## config.mk

```make
export PLATFORM = sky130hd
export DESIGN_NAME = gpio_data_direction_port
export DESIGN_NICKNAME = d
export VERILOG_FILES = /design/src/gpio_port_pkg.sv /design/src/gpio_data_direction_port.sv
export VERILOG_INCLUDE_DIRS = /design/src
export SDC_FILE = /design/constraint.sdc
export NUM_CORES = 1
export LEC_CHECK = 0
export BUFFER_PORTS_ARGS = -buffer_cell sky130_fd_sc_hd__buf_2
export CAP_MARGIN = 30
export CORE_MARGIN = 1
export CORE_UTILIZATION = 51
export DETAILED_ROUTE_END_ITERATION = 8
export GPL_TIMING_DRIVEN = 1
export PLACE_DENSITY = 0.95
export SKIP_CTS_REPAIR_TIMING = 1
export SYNTH_ARGS = -nofsm -noshare
export SYNTH_HDL_FRONTEND = slang
export SYNTH_SLANG_ARGS = --single-unit
export TNS_END_PERCENT = 5
```

## constraint.sdc

```tcl
create_clock -name core_clk -period 1.7 [get_ports core_clk]
set_input_delay 0.17 -clock core_clk [delete_from_list [all_inputs] [get_ports core_clk]]
set_output_delay 0.17 -clock core_clk [all_outputs]
set_load 0.03 [all_outputs]
```

## src/gpio_port_defines.svh

```systemverilog
/*
 * Register indices, field layout and reset values of the GPIO port.
 * Assumes inclusion by bare name from the package and the port module.
 */
`ifndef GPIO_PORT_DEFINES_SVH
`define GPIO_PORT_DEFINES_SVH

// =====================================================================
// Word indices (byte address is four times the index)
`define IDX_PIN_LEVEL_HIGH        16'h4700
`define IDX_PIN_LEVEL_LOW         16'h4702
`define IDX_DRIVE_LEVEL_HIGH      16'h4704
`define IDX_DRIVE_LEVEL_LOW       16'h4706
`define IDX_DRIVE_RAISE_HIGH      16'h4708
`define IDX_DRIVE_RAISE_LOW       16'h470A
`define IDX_DRIVE_LOWER_HIGH      16'h470C
`define IDX_DRIVE_LOWER_LOW       16'h470E
`define IDX_ENABLE_HIGH           16'h4714
`define IDX_ENABLE_LOW            16'h4716
`define IDX_ENABLE_RAISE_HIGH     16'h4718
`define IDX_ENABLE_RAISE_LOW      16'h471A
`define IDX_ENABLE_LOWER_HIGH     16'h471C
`define IDX_ENABLE_LOWER_LOW      16'h471E

// =====================================================================
// Field layout
`define PIN_COUNT                 17
`define LOW_MSB                   15
`define HIGH_PIN                  16
`define HIGH_BIT                  0
`define WORD_MSB                  15
`define ADDR_LSB_ZERO             2'b00
`define ADDR_UPPER_ZERO           14'h0000

// =====================================================================
// Reset and fixed values
`define LOW_RESET                 16'h0000
`define HIGH_RESET                1'b0
`define ZERO_WORD                 32'h0000_0000
`define ZERO_HIGH_FILL            15'h0000
`define ZERO_BUS_FILL             16'h0000

`endif

```

## src/gpio_port_pkg.sv

```systemverilog
/*
 * Types shared by the GPIO port and its surroundings.
 * Assumes gpio_port_defines.svh sits in the include path.
 */
package gpio_port_pkg;

`include "gpio_port_defines.svh"

    // =================================================================
    // Pad-side drive bundle: level and active-low output enable
    typedef struct packed {
        logic [`PIN_COUNT-1:0] level;   // Level driven when enabled
        logic [`PIN_COUNT-1:0] oe_b;    // Low while the pin is driven
    } pad_drive_type;

    // One low word plus the single high bit, as software sees them
    typedef struct packed {
        logic                  high;    // Pin 16
        logic [`LOW_MSB:0]     low;     // Pins 0 to 15
    } pin_word_type;

endpackage

```

## src/gpio_data_direction_port.sv

```systemverilog
/*
 * Seventeen-pin general purpose I/O port with APB register access:
 * input readback, output level latch, direction latch, and
 * write-one-to-set / write-one-to-clear companions for both latches.
 * Assumes one 100 MHz clock, an APB3 master without byte strobes,
 * pad inputs synchronous to core_clk, and pad cells that resolve the
 * pin wire from the level and the active-low enable.
 */
// Notes on behaviour
// - Low input word reads pins 0-15
// - High input word reads pin 16, rest zero
// - High output latch bit drives pin 16
// - Low output latch drives pins 0-15
// - Latch reads return latch, not pin level
// - High output-set one sets pin 16 latch
// - Low output-set ones set latch bits
// - Written zeros in set/clear change nothing
// - High output-clear one clears pin 16 latch
// - Low output-clear ones clear latch bits
// - High direction bit enables pin 16 driver
// - Low direction bits enable pins 0-15 drivers
// - High direction-set one enables pin 16
// - Low direction-set ones enable drivers
// - High direction-clear one disables pin 16
// - Low direction-clear ones disable drivers
`timescale 1ns/1ns

module gpio_data_direction_port
    import gpio_port_pkg::*;
(
    core_clk,
    rst_b,
    psel,
    penable,
    pwrite,
    paddr,
    pwdata,
    prdata,
    pready,
    pslverr,
    pin_in,
    pad_drive
);

`include "gpio_port_defines.svh"

    // =================================================================
    // Ports
    input  wire logic                      core_clk;  // 100 MHz clock
    input  wire logic                      rst_b;     // Async reset
    input  wire logic                      psel;      // APB select
    input  wire logic                      penable;   // APB access
    input  wire logic                      pwrite;    // APB direction
    input  wire logic [31:0]               paddr;     // Byte address
    input  wire logic [31:0]               pwdata;    // Write data
    output      logic [31:0]               prdata;    // Read data
    output      logic                      pready;    // Always ready
    output      logic                      pslverr;   // Unmapped access

    input  wire logic [`PIN_COUNT-1:0]     pin_in;    // Pad levels
    output      gpio_port_pkg::pad_drive_type pad_drive; // Pad drive

    // =================================================================
    // Functions

    // Byte address of a word index; upper bits must be zero so that
    // aliases further up the address space never hit a register
    function automatic logic [31:0] byte_addr(input logic [15:0] idx);
        byte_addr = {`ADDR_UPPER_ZERO, idx, `ADDR_LSB_ZERO};
    endfunction

    // Apply write-one-to-set and write-one-to-clear to a latch word;
    // zero bits of either mask leave the latch bit as it was
    function automatic logic [`WORD_MSB:0] set_clear(
        input logic [`WORD_MSB:0] cur,
        input logic [`WORD_MSB:0] set_mask,
        input logic [`WORD_MSB:0] clr_mask
    );
        set_clear = (cur | set_mask) & ~clr_mask;
    endfunction

    // =================================================================
    // Declarations
    pin_word_type       level_q;       // Output level latch
    pin_word_type       level_d;       // Next output level latch
    pin_word_type       enable_q;      // Direction latch, 1 = drive
    pin_word_type       enable_d;      // Next direction latch

    pin_word_type       sampled_q;     // Pad levels, one stage

    logic [31:0]        rdata_d;       // Read mux result
    logic [31:0]        prdata_q;      // Registered read data
    logic               err_d;         // Address not mapped
    logic               pslverr_q;     // Registered error answer

    logic               setup_phase;   // First cycle of a transfer
    logic               wr_strobe;     // Write takes effect now
    logic [`WORD_MSB:0] wdata16;       // Data lanes that matter

    logic               hit_lvl_h;     // Decode: high output latch
    logic               hit_lvl_l;     // Decode: low output latch
    logic               hit_lvl_sh;    // Decode: high output set
    logic               hit_lvl_sl;    // Decode: low output set
    logic               hit_lvl_ch;    // Decode: high output clear
    logic               hit_lvl_cl;    // Decode: low output clear
    logic               hit_en_h;      // Decode: high direction
    logic               hit_en_l;      // Decode: low direction
    logic               hit_en_sh;     // Decode: high direction set
    logic               hit_en_sl;     // Decode: low direction set
    logic               hit_en_ch;     // Decode: high direction clear
    logic               hit_en_cl;     // Decode: low direction clear

    // =================================================================
    // Bus phases
    // Setup cycle prepares the read answer; the access cycle that
    // follows carries the write, so a write lands exactly once.
    assign setup_phase = psel & ~penable;
    assign wr_strobe   = psel & penable & pwrite;
    assign wdata16     = pwdata[`WORD_MSB:0];

    // Zero wait states: every access completes in its first access
    // cycle, which keeps the port cheap and the timing fixed
    assign pready  = 1'b1;
    assign prdata  = prdata_q;
    assign pslverr = pslverr_q;

    // =================================================================
    // Write address decode
    // Only the access cycle of a write raises a hit.
    always_comb begin
        hit_lvl_h  = 1'b0;
        hit_lvl_l  = 1'b0;
        hit_lvl_sh = 1'b0;
        hit_lvl_sl = 1'b0;
        hit_lvl_ch = 1'b0;
        hit_lvl_cl = 1'b0;
        hit_en_h   = 1'b0;
        hit_en_l   = 1'b0;
        hit_en_sh  = 1'b0;
        hit_en_sl  = 1'b0;
        hit_en_ch  = 1'b0;
        hit_en_cl  = 1'b0;

        if (!wr_strobe) begin
            // No write this cycle
            hit_lvl_h = 1'b0;
        end else if (paddr == byte_addr(`IDX_DRIVE_LEVEL_HIGH)) begin
            // Pin 16 level
            hit_lvl_h = 1'b1;
        end else if (paddr == byte_addr(`IDX_DRIVE_LEVEL_LOW)) begin
            // Low word level
            hit_lvl_l = 1'b1;
        end else if (paddr == byte_addr(`IDX_DRIVE_RAISE_HIGH)) begin
            // Pin 16 raise
            hit_lvl_sh = 1'b1;
        end else if (paddr == byte_addr(`IDX_DRIVE_RAISE_LOW)) begin
            // Low word raise
            hit_lvl_sl = 1'b1;
        end else if (paddr == byte_addr(`IDX_DRIVE_LOWER_HIGH)) begin
            // Pin 16 lower
            hit_lvl_ch = 1'b1;
        end else if (paddr == byte_addr(`IDX_DRIVE_LOWER_LOW)) begin
            // Low word lower
            hit_lvl_cl = 1'b1;
        end else if (paddr == byte_addr(`IDX_ENABLE_HIGH)) begin
            // Pin 16 enable
            hit_en_h = 1'b1;
        end else if (paddr == byte_addr(`IDX_ENABLE_LOW)) begin
            // Low word enable
            hit_en_l = 1'b1;
        end else if (paddr == byte_addr(`IDX_ENABLE_RAISE_HIGH)) begin
            // Pin 16 enable on
            hit_en_sh = 1'b1;
        end else if (paddr == byte_addr(`IDX_ENABLE_RAISE_LOW)) begin
            // Low word enable on
            hit_en_sl = 1'b1;
        end else if (paddr == byte_addr(`IDX_ENABLE_LOWER_HIGH)) begin
            // Pin 16 enable off
            hit_en_ch = 1'b1;
        end else if (paddr == byte_addr(`IDX_ENABLE_LOWER_LOW)) begin
            // Low word enable off
            hit_en_cl = 1'b1;
        end else begin
            // Read-only or unmapped: write ignored
            hit_lvl_h = 1'b0;
        end
    end

    // =================================================================
    // Output level latch, next value
    // Direct writes replace; set and clear only touch written ones.
    always_comb begin
        level_d = level_q;

        if (hit_lvl_l) begin
            // Replace word
            level_d.low = wdata16;
        end else if (hit_lvl_sl) begin
            // Set written ones
            level_d.low = set_clear(level_q.low, wdata16,
                                    `LOW_RESET);
        end else if (hit_lvl_cl) begin
            // Clear written ones
            level_d.low = set_clear(level_q.low, `LOW_RESET,
                                    wdata16);
        end

        // High bit: only bit 0 of the written word counts
        if (hit_lvl_h) begin
            // Replace bit
            level_d.high = wdata16[`HIGH_BIT];
        end else if (hit_lvl_sh && wdata16[`HIGH_BIT]) begin
            // Set pin 16
            level_d.high = 1'b1;
        end else if (hit_lvl_ch && wdata16[`HIGH_BIT]) begin
            // Clear pin 16
            level_d.high = 1'b0;
        end
    end

    // =================================================================
    // Direction latch, next value
    always_comb begin
        enable_d = enable_q;

        if (hit_en_l) begin
            // Replace word
            enable_d.low = wdata16;
        end else if (hit_en_sl) begin
            // Drivers on
            enable_d.low = set_clear(enable_q.low, wdata16,
                                     `LOW_RESET);
        end else if (hit_en_cl) begin
            // Drivers off
            enable_d.low = set_clear(enable_q.low, `LOW_RESET,
                                     wdata16);
        end

        // High bit: a written zero in set or clear does nothing
        if (hit_en_h) begin
            // Replace bit
            enable_d.high = wdata16[`HIGH_BIT];
        end else if (hit_en_sh && wdata16[`HIGH_BIT]) begin
            // Pin 16 driver on
            enable_d.high = 1'b1;
        end else if (hit_en_ch && wdata16[`HIGH_BIT]) begin
            // Pin 16 driver off
            enable_d.high = 1'b0;
        end
    end

    // =================================================================
    // Output level latch register
    always_ff @(posedge core_clk or negedge rst_b) begin
        if (!rst_b) begin
            // Nothing driven high
            level_q.low  <= `LOW_RESET;
            level_q.high <= `HIGH_RESET;
        end else begin
            // Next latch value
            level_q <= level_d;
        end
    end

    // =================================================================
    // Direction latch register
    // Zero at reset so no pin fights the board before software runs.
    always_ff @(posedge core_clk or negedge rst_b) begin
        if (!rst_b) begin
            // Every driver off
            enable_q.low  <= `LOW_RESET;
            enable_q.high <= `HIGH_RESET;
        end else begin
            // Next latch value
            enable_q <= enable_d;
        end
    end

    // =================================================================
    // Pad sampling
    // Inputs are synchronous to core_clk; one stage gives the read
    // path a clean flop source. The readback lags the pad by a cycle.
    always_ff @(posedge core_clk or negedge rst_b) begin
        if (!rst_b) begin
            // Pads read low
            sampled_q.low  <= `LOW_RESET;
            sampled_q.high <= `HIGH_RESET;
        end else begin
            // Fresh pad sample
            sampled_q.low  <= pin_in[`LOW_MSB:0];
            sampled_q.high <= pin_in[`HIGH_PIN];
        end
    end

    // =================================================================
    // Read mux
    // Latch registers return the latch, never the pad, so a pin held
    // by the board may read differently from its latch.
    always_comb begin
        rdata_d = `ZERO_WORD;
        err_d   = 1'b0;

        if (paddr == byte_addr(`IDX_PIN_LEVEL_LOW)) begin
            // Pads 0 to 15
            rdata_d = {`ZERO_BUS_FILL, sampled_q.low};
        end else if (paddr == byte_addr(`IDX_PIN_LEVEL_HIGH)) begin
            // Pad 16 alone
            rdata_d = {`ZERO_BUS_FILL, `ZERO_HIGH_FILL,
                       sampled_q.high};
        end else if (paddr == byte_addr(`IDX_DRIVE_LEVEL_LOW)) begin
            // Level latch
            rdata_d = {`ZERO_BUS_FILL, level_q.low};
        end else if (paddr == byte_addr(`IDX_DRIVE_LEVEL_HIGH)) begin
            // Level bit
            rdata_d = {`ZERO_BUS_FILL, `ZERO_HIGH_FILL,
                       level_q.high};
        end else if (paddr == byte_addr(`IDX_ENABLE_LOW)) begin
            // Enable latch
            rdata_d = {`ZERO_BUS_FILL, enable_q.low};
        end else if (paddr == byte_addr(`IDX_ENABLE_HIGH)) begin
            // Enable bit
            rdata_d = {`ZERO_BUS_FILL, `ZERO_HIGH_FILL,
                       enable_q.high};
        end else if (paddr == byte_addr(`IDX_DRIVE_RAISE_HIGH) ||
                     paddr == byte_addr(`IDX_DRIVE_RAISE_LOW)  ||
                     paddr == byte_addr(`IDX_DRIVE_LOWER_HIGH) ||
                     paddr == byte_addr(`IDX_DRIVE_LOWER_LOW)) begin
            // Level companions
            rdata_d = `ZERO_WORD;
        end else if (paddr == byte_addr(`IDX_ENABLE_RAISE_HIGH) ||
                     paddr == byte_addr(`IDX_ENABLE_RAISE_LOW)  ||
                     paddr == byte_addr(`IDX_ENABLE_LOWER_HIGH) ||
                     paddr == byte_addr(`IDX_ENABLE_LOWER_LOW)) begin
            // Enable companions
            rdata_d = `ZERO_WORD;
        end else begin
            // Unmapped: read zero and flag the error
            err_d = 1'b1;
        end
    end

    // =================================================================
    // Answer registers
    // Captured in the setup cycle; the access cycle only presents
    // them, so prdata and pslverr come straight from flops. No write
    // can land between setup and access of the same transfer.
    always_ff @(posedge core_clk or negedge rst_b) begin
        if (!rst_b) begin
            // Quiet bus answer
            prdata_q  <= `ZERO_WORD;
            pslverr_q <= 1'b0;
        end else if (setup_phase) begin
            // Writes read back as zero data
            prdata_q  <= pwrite ? `ZERO_WORD : rdata_d;
            pslverr_q <= err_d;
        end
    end

    // =================================================================
    // Pad drive
    // Enable is active low at the pad; a clear direction bit leaves
    // the pin floating for the board to set.
    always_comb begin
        // Latch straight out
        pad_drive.level = {level_q.high, level_q.low};
        // Inverted direction
        pad_drive.oe_b  = ~{enable_q.high, enable_q.low};
    end

endmodule

```

After elaboration in Yosys (flattened, before gate mapping). Cells that the tools add are included.

Bits of input ports: 86. Logic and storage cells: 163. Output and inout port bits: 68. Register bits: 84.

Reductions and logical operators: 14. Muxes and demuxes: 117. Bitwise logic cells: 10. Eq/ne operators: 14.

Operators by type and width (count): 32-bit by 17-bit == test with 1-bit output (second input constant) (14); 16-bit two-way mux (11); 1-bit two-way mux (105); 16-bit bitwise AND (2); 32-bit two-way mux (1); 16-bit bitwise OR (2); 17-bit NOT (1); 16-bit NOT (1); 3-bit nonzero test (4); 1-bit logical OR (6); 1-bit logical AND (4); 1-bit bitwise AND (3); 1-bit NOT (1).

Depth between registers and ports, before layout.
Depth after elaboration: 17. Mapped depth: 9.

Worst setup path before layout. Ideal clock, no wire load.

Kind: input to register. Start point: input port paddr[21]. End point: register (tool-made name). Required time: 1.579 ns. Setup slack: -0.076 ns. Arrival time: 1.655 ns. Setup time: 0.121 ns. Stages on the path: 6. Path buffers: 1. Cells stage by stage: nor4_2 -> nand4_2 -> nor4_2 -> clkbuf_1 -> o21ai_0 -> a22o_1.

RTL lines: start: declaration (RTL line gpio_data_direction_port.sv:54) `input wire logic [31:0] paddr;`.

Worst setup path after layout.
Start point: input port paddr[21]. End point: register prdata_q[14] (netlist: prdata[14]).

Word-level cells in the longest chain between the ends: 7. Elaborated cells on any way between the ends: 11. Classes of those cells: eq/ne (5); mux (6).

Ends and longest elaborated chain: 32-bit by 17-bit == test with 1-bit output (RTL line gpio_data_direction_port.sv:317) `` end else if (paddr == byte_addr(`IDX_ENABLE_LOW)) begin ``; 16-bit two-way mux (RTL line gpio_data_direction_port.sv:317); 16-bit two-way mux (RTL line gpio_data_direction_port.sv:313) `` end else if (paddr == byte_addr(`IDX_DRIVE_LEVEL_HIGH)) begin ``; 16-bit two-way mux (RTL line gpio_data_direction_port.sv:310) `` end else if (paddr == byte_addr(`IDX_DRIVE_LEVEL_LOW)) begin ``; 16-bit two-way mux (RTL line gpio_data_direction_port.sv:306) `` end else if (paddr == byte_addr(`IDX_PIN_LEVEL_HIGH)) begin ``; 16-bit two-way mux (*) (RTL line gpio_data_direction_port.sv:303) `` if (paddr == byte_addr(`IDX_PIN_LEVEL_LOW)) begin ``; 32-bit two-way mux (*) (RTL line gpio_data_direction_port.sv:354) `` prdata_q <= pwrite ? `ZERO_WORD : rdata_d; ``; end signal: assignment (RTL line gpio_data_direction_port.sv:350) `` prdata_q <= `ZERO_WORD; ``; end signal: assignment (RTL line gpio_data_direction_port.sv:354); end: declaration (RTL line gpio_data_direction_port.sv:92) `logic [31:0] prdata_q;`.

Mark *: on every way between the ends. The rest lies on a longest branch, timed or not. A chain may end at the register's enable or synchronous reset.

==> metrics list <==
- Largest stage delay, worst path: 0.35 ns
- Router iterations before antenna repair: 5
- The final layout contains routed wiring with a total length of 9760 um.
* Crit path capture type: register
* Buffering stage count on the worst path with inverters included: 3
- GPL Wtd Cong: 0.913
- Post-DR wirelength/cell: 17.6 um
* Cell repeated most along the worst path: buf_4
- Crit path cell chain: buf_2, nor4_4, nand4_4, buf_4, nor3_2, buf_4, o2bb2ai_1, a22o_1
- Final clock skew: 0.00689 ns
- Setup repair after global routing missed its margin: false
* Worst EP required: 1.98 ns
- After legalization and detailed placement, the total HPWL measured 6490 um.
- Maximum capacitance violations: 0
- The Yosys step of the flow raised 0 warnings.
- The average instance in the mapped netlist occupies 10.2 um^2.
- Row generation in the floorplan step produced 29 rows.
* Drt drc: 0
- Clock-pin slew was measured on the worst setup and hold paths at 0.07 ns.
- Area inside the core boundary: 6350 um^2
- GR Overflow Total: 0
- VDD sags by at most 0.658 mV.
- 0 antenna diodes ended up in the layout.
* Setup violators final: 0
* Area added between synthesis and finish: 35.8%
- Critical path type: primary input to register
- Post-place instance area: 4130 um^2
- The floorplan step set the die width to 83.3 um.
* Final nets: 560
- In this run, the number of DRC markers left after iteration 0 of detailed routing was 256.
- Global routing used 28.1% of the available tracks.
* Number of antenna violations at the first check in global routing: 0
* Fin. Hold Viols: 0
- CTS Root Cell: clkbuf_8
* Final critical-path required period: 1.51 ns
- Once detail routing completed, the nets flagged for antenna violations numbered 0.
* Global-route wire length before repair: 15100 um
- Unique masters post-synth: 39
- After routing the design area is 4580 um^2.
* Leak pwr: 2.30 nW
* Share of the clock period used by the worst path: 89.0%
- At the worst endpoint, the arrival time is 1.79 ns.
- Most common cell after layout, fill and taps aside: buf_2
- Derived from the worst setup path, the maximum achievable clock frequency is 661 MHz.
- Clock tree synthesis found a total of 68 sinks.
* Die area: 6940 um^2
- The clock tree synthesis step divided the H-tree into 3 levels.
* Worst hold slack across all endpoints: 0.0926 ns
- Startpoint type of the worst setup path: primary input
- Synthesis inferred 68 register bits.
- In the layout the commonest cells are 120 x buf_2, 68 x dfrtp_1, 36 x o21ai_0, 31 x a22o_1.
- Number of instances in the synthesized netlist: 329
- The clock reaches the later pin of the worst-skew pair after 0.34 ns.
- Total via count after detailed routing: 3188
- After detailed routing, the number of vias per cell comes to 5.73.
- Total power divided by cell area: 823 nW/um^2
* Number of global-route vias before repair: 3044
- TritonCTS created 9 clock buffers.
- No sink is reached through more buffers than the 2 on the longest clock path.
- Status: complete, no violations
* Path category of the worst min-delay check: primary input to register
* Standard cell with the maximum stage delay on the critical path: nor4_4
- Category of cells accounting for the largest share of critical-path delay: simple AND/OR/NAND/NOR gates
- Boundary Pins: 154
* Max Fanout on Critical Path: 10
* TritonCTS clock tree: built
* Largest net degree at the start of global routing: 69
* Die H: 83.3 um
- Once the floorplan was initialized, standard cells occupied 53.1% of the core.
- Buffers placed on the I/O ports in this run total 120.
* Final Max Slew Viols: 0
- Summed instance area of the synthesized netlist: 3370 um^2
- After synthesis, flip-flops and latches occupy 50.5% of the total area.
- In the final layout, the share of cells above drive strength 1 is 34.7%.
## stage by stage
step / power [mW] / worst slack [ns] / util (%) / TNS [ns] / cells
final: 3.77 / 0.187 / 72.1 / 0 / 556
after global routing: 3.88 / 0.115 / 72.1 / 0 / 556
after CTS: 3.74 / 0.185 / 69.2 / 0 / 538
after detailed placement: 2.01 / -0.140 / 65.1 / -2.95 / 522
after global placement: 2.00 / -0.0951 / 65.1 / -1.53 / 522
after floorplan: 1.86 / -0.0642 / - / -0.631 / 344
## metal layers
layer,GRT usage (%),vias to the layer above,wire (um)
met5,0,-,0
met4,13.0,0,366
met3,7.55,34,911
met2,45.4,198,4810
met1,35.4,1518,3670
li1,-,1438,-
## final timing paths
check,from,endpoint,slack (ns),cells past startpoint
worst max-delay path,paddr[21],prdata[14]$_DFFE_PN0P_,0.19,8
worst min-delay path,pwdata[5],register,0.09,2
worst max register to register,register,prdata[0]$_DFFE_PN0P_,0.50,5
worst min register to register,pslverr$_DFFE_PN0P_,pslverr$_DFFE_PN0P_,0.47,2
max in group asynchronous,rst_b,prdata[13]$_DFFE_PN0P_,1.04,3
min in group asynchronous,rst_b,asynchronous set/reset pin,0.38,3
## kinds of logic (layout without fill, tap and decap cells)
family / Yosys count / count (layout) / share of synthesized area [%]
compound gates: 95 / 95 / 19.9
mux: 15 / 15 / 4.46
simple gates: 89 / 89 / 15.8
flops: 68 / 68 / 50.5
other cells: 2 / 17 / 0.223
xor+xnor: 1 / 1 / 0.260
buf+inv: 59 / 194 / 8.87
## where the power goes
part	switching (mW)	total, mW	internal, mW
clock	0.588	1.75	1.16
combinational	0.230	0.367	0.137
sequential	0.00703	1.65	1.64
## cell usage after synthesis, drive strengths merged
cell | instances | area (um^2)
nor2b | 4 | 25.0
o41ai | 1 | 8.76
mux2i | 15 | 150
nand2b | 2 | 12.5
and4 | 2 | 17.5
xnor2 | 1 | 8.76
clkbuf | 17 | 63.8
nor3 | 5 | 30.0
and4bb | 1 | 12.5
nor4b | 3 | 56.3
dfrtp | 68 | 1700
a22oi | 1 | 7.51
and3 | 2 | 12.5
a22o | 31 | 272
a31oi | 3 | 18.8
and2 | 1 | 6.26
inv | 20 | 75.1
o211ai | 1 | 7.51
o21a | 1 | 7.51
conb | 2 | 7.51
nor4 | 4 | 58.8
nand4 | 5 | 52.6
nand3 | 18 | 90.1
nor2 | 21 | 78.8
nand2 | 21 | 78.8
buf | 22 | 160
o21ai | 36 | 180
a211oi | 1 | 7.51
o31ai | 2 | 15.0
o2bb2ai | 15 | 131
a21oi | 3 | 15.0
## final cells by class
type                       instances  area [um^2]
clock buffer                      12          145
timing repair buffer             158          968
sequential                        68         1700
tap                               77         96.3
clock inverter                     4          120
inverter                          20         75.1
multi-input combinational        217         1470
fill                             475         1770
Power figures use the tool's default switching activity.
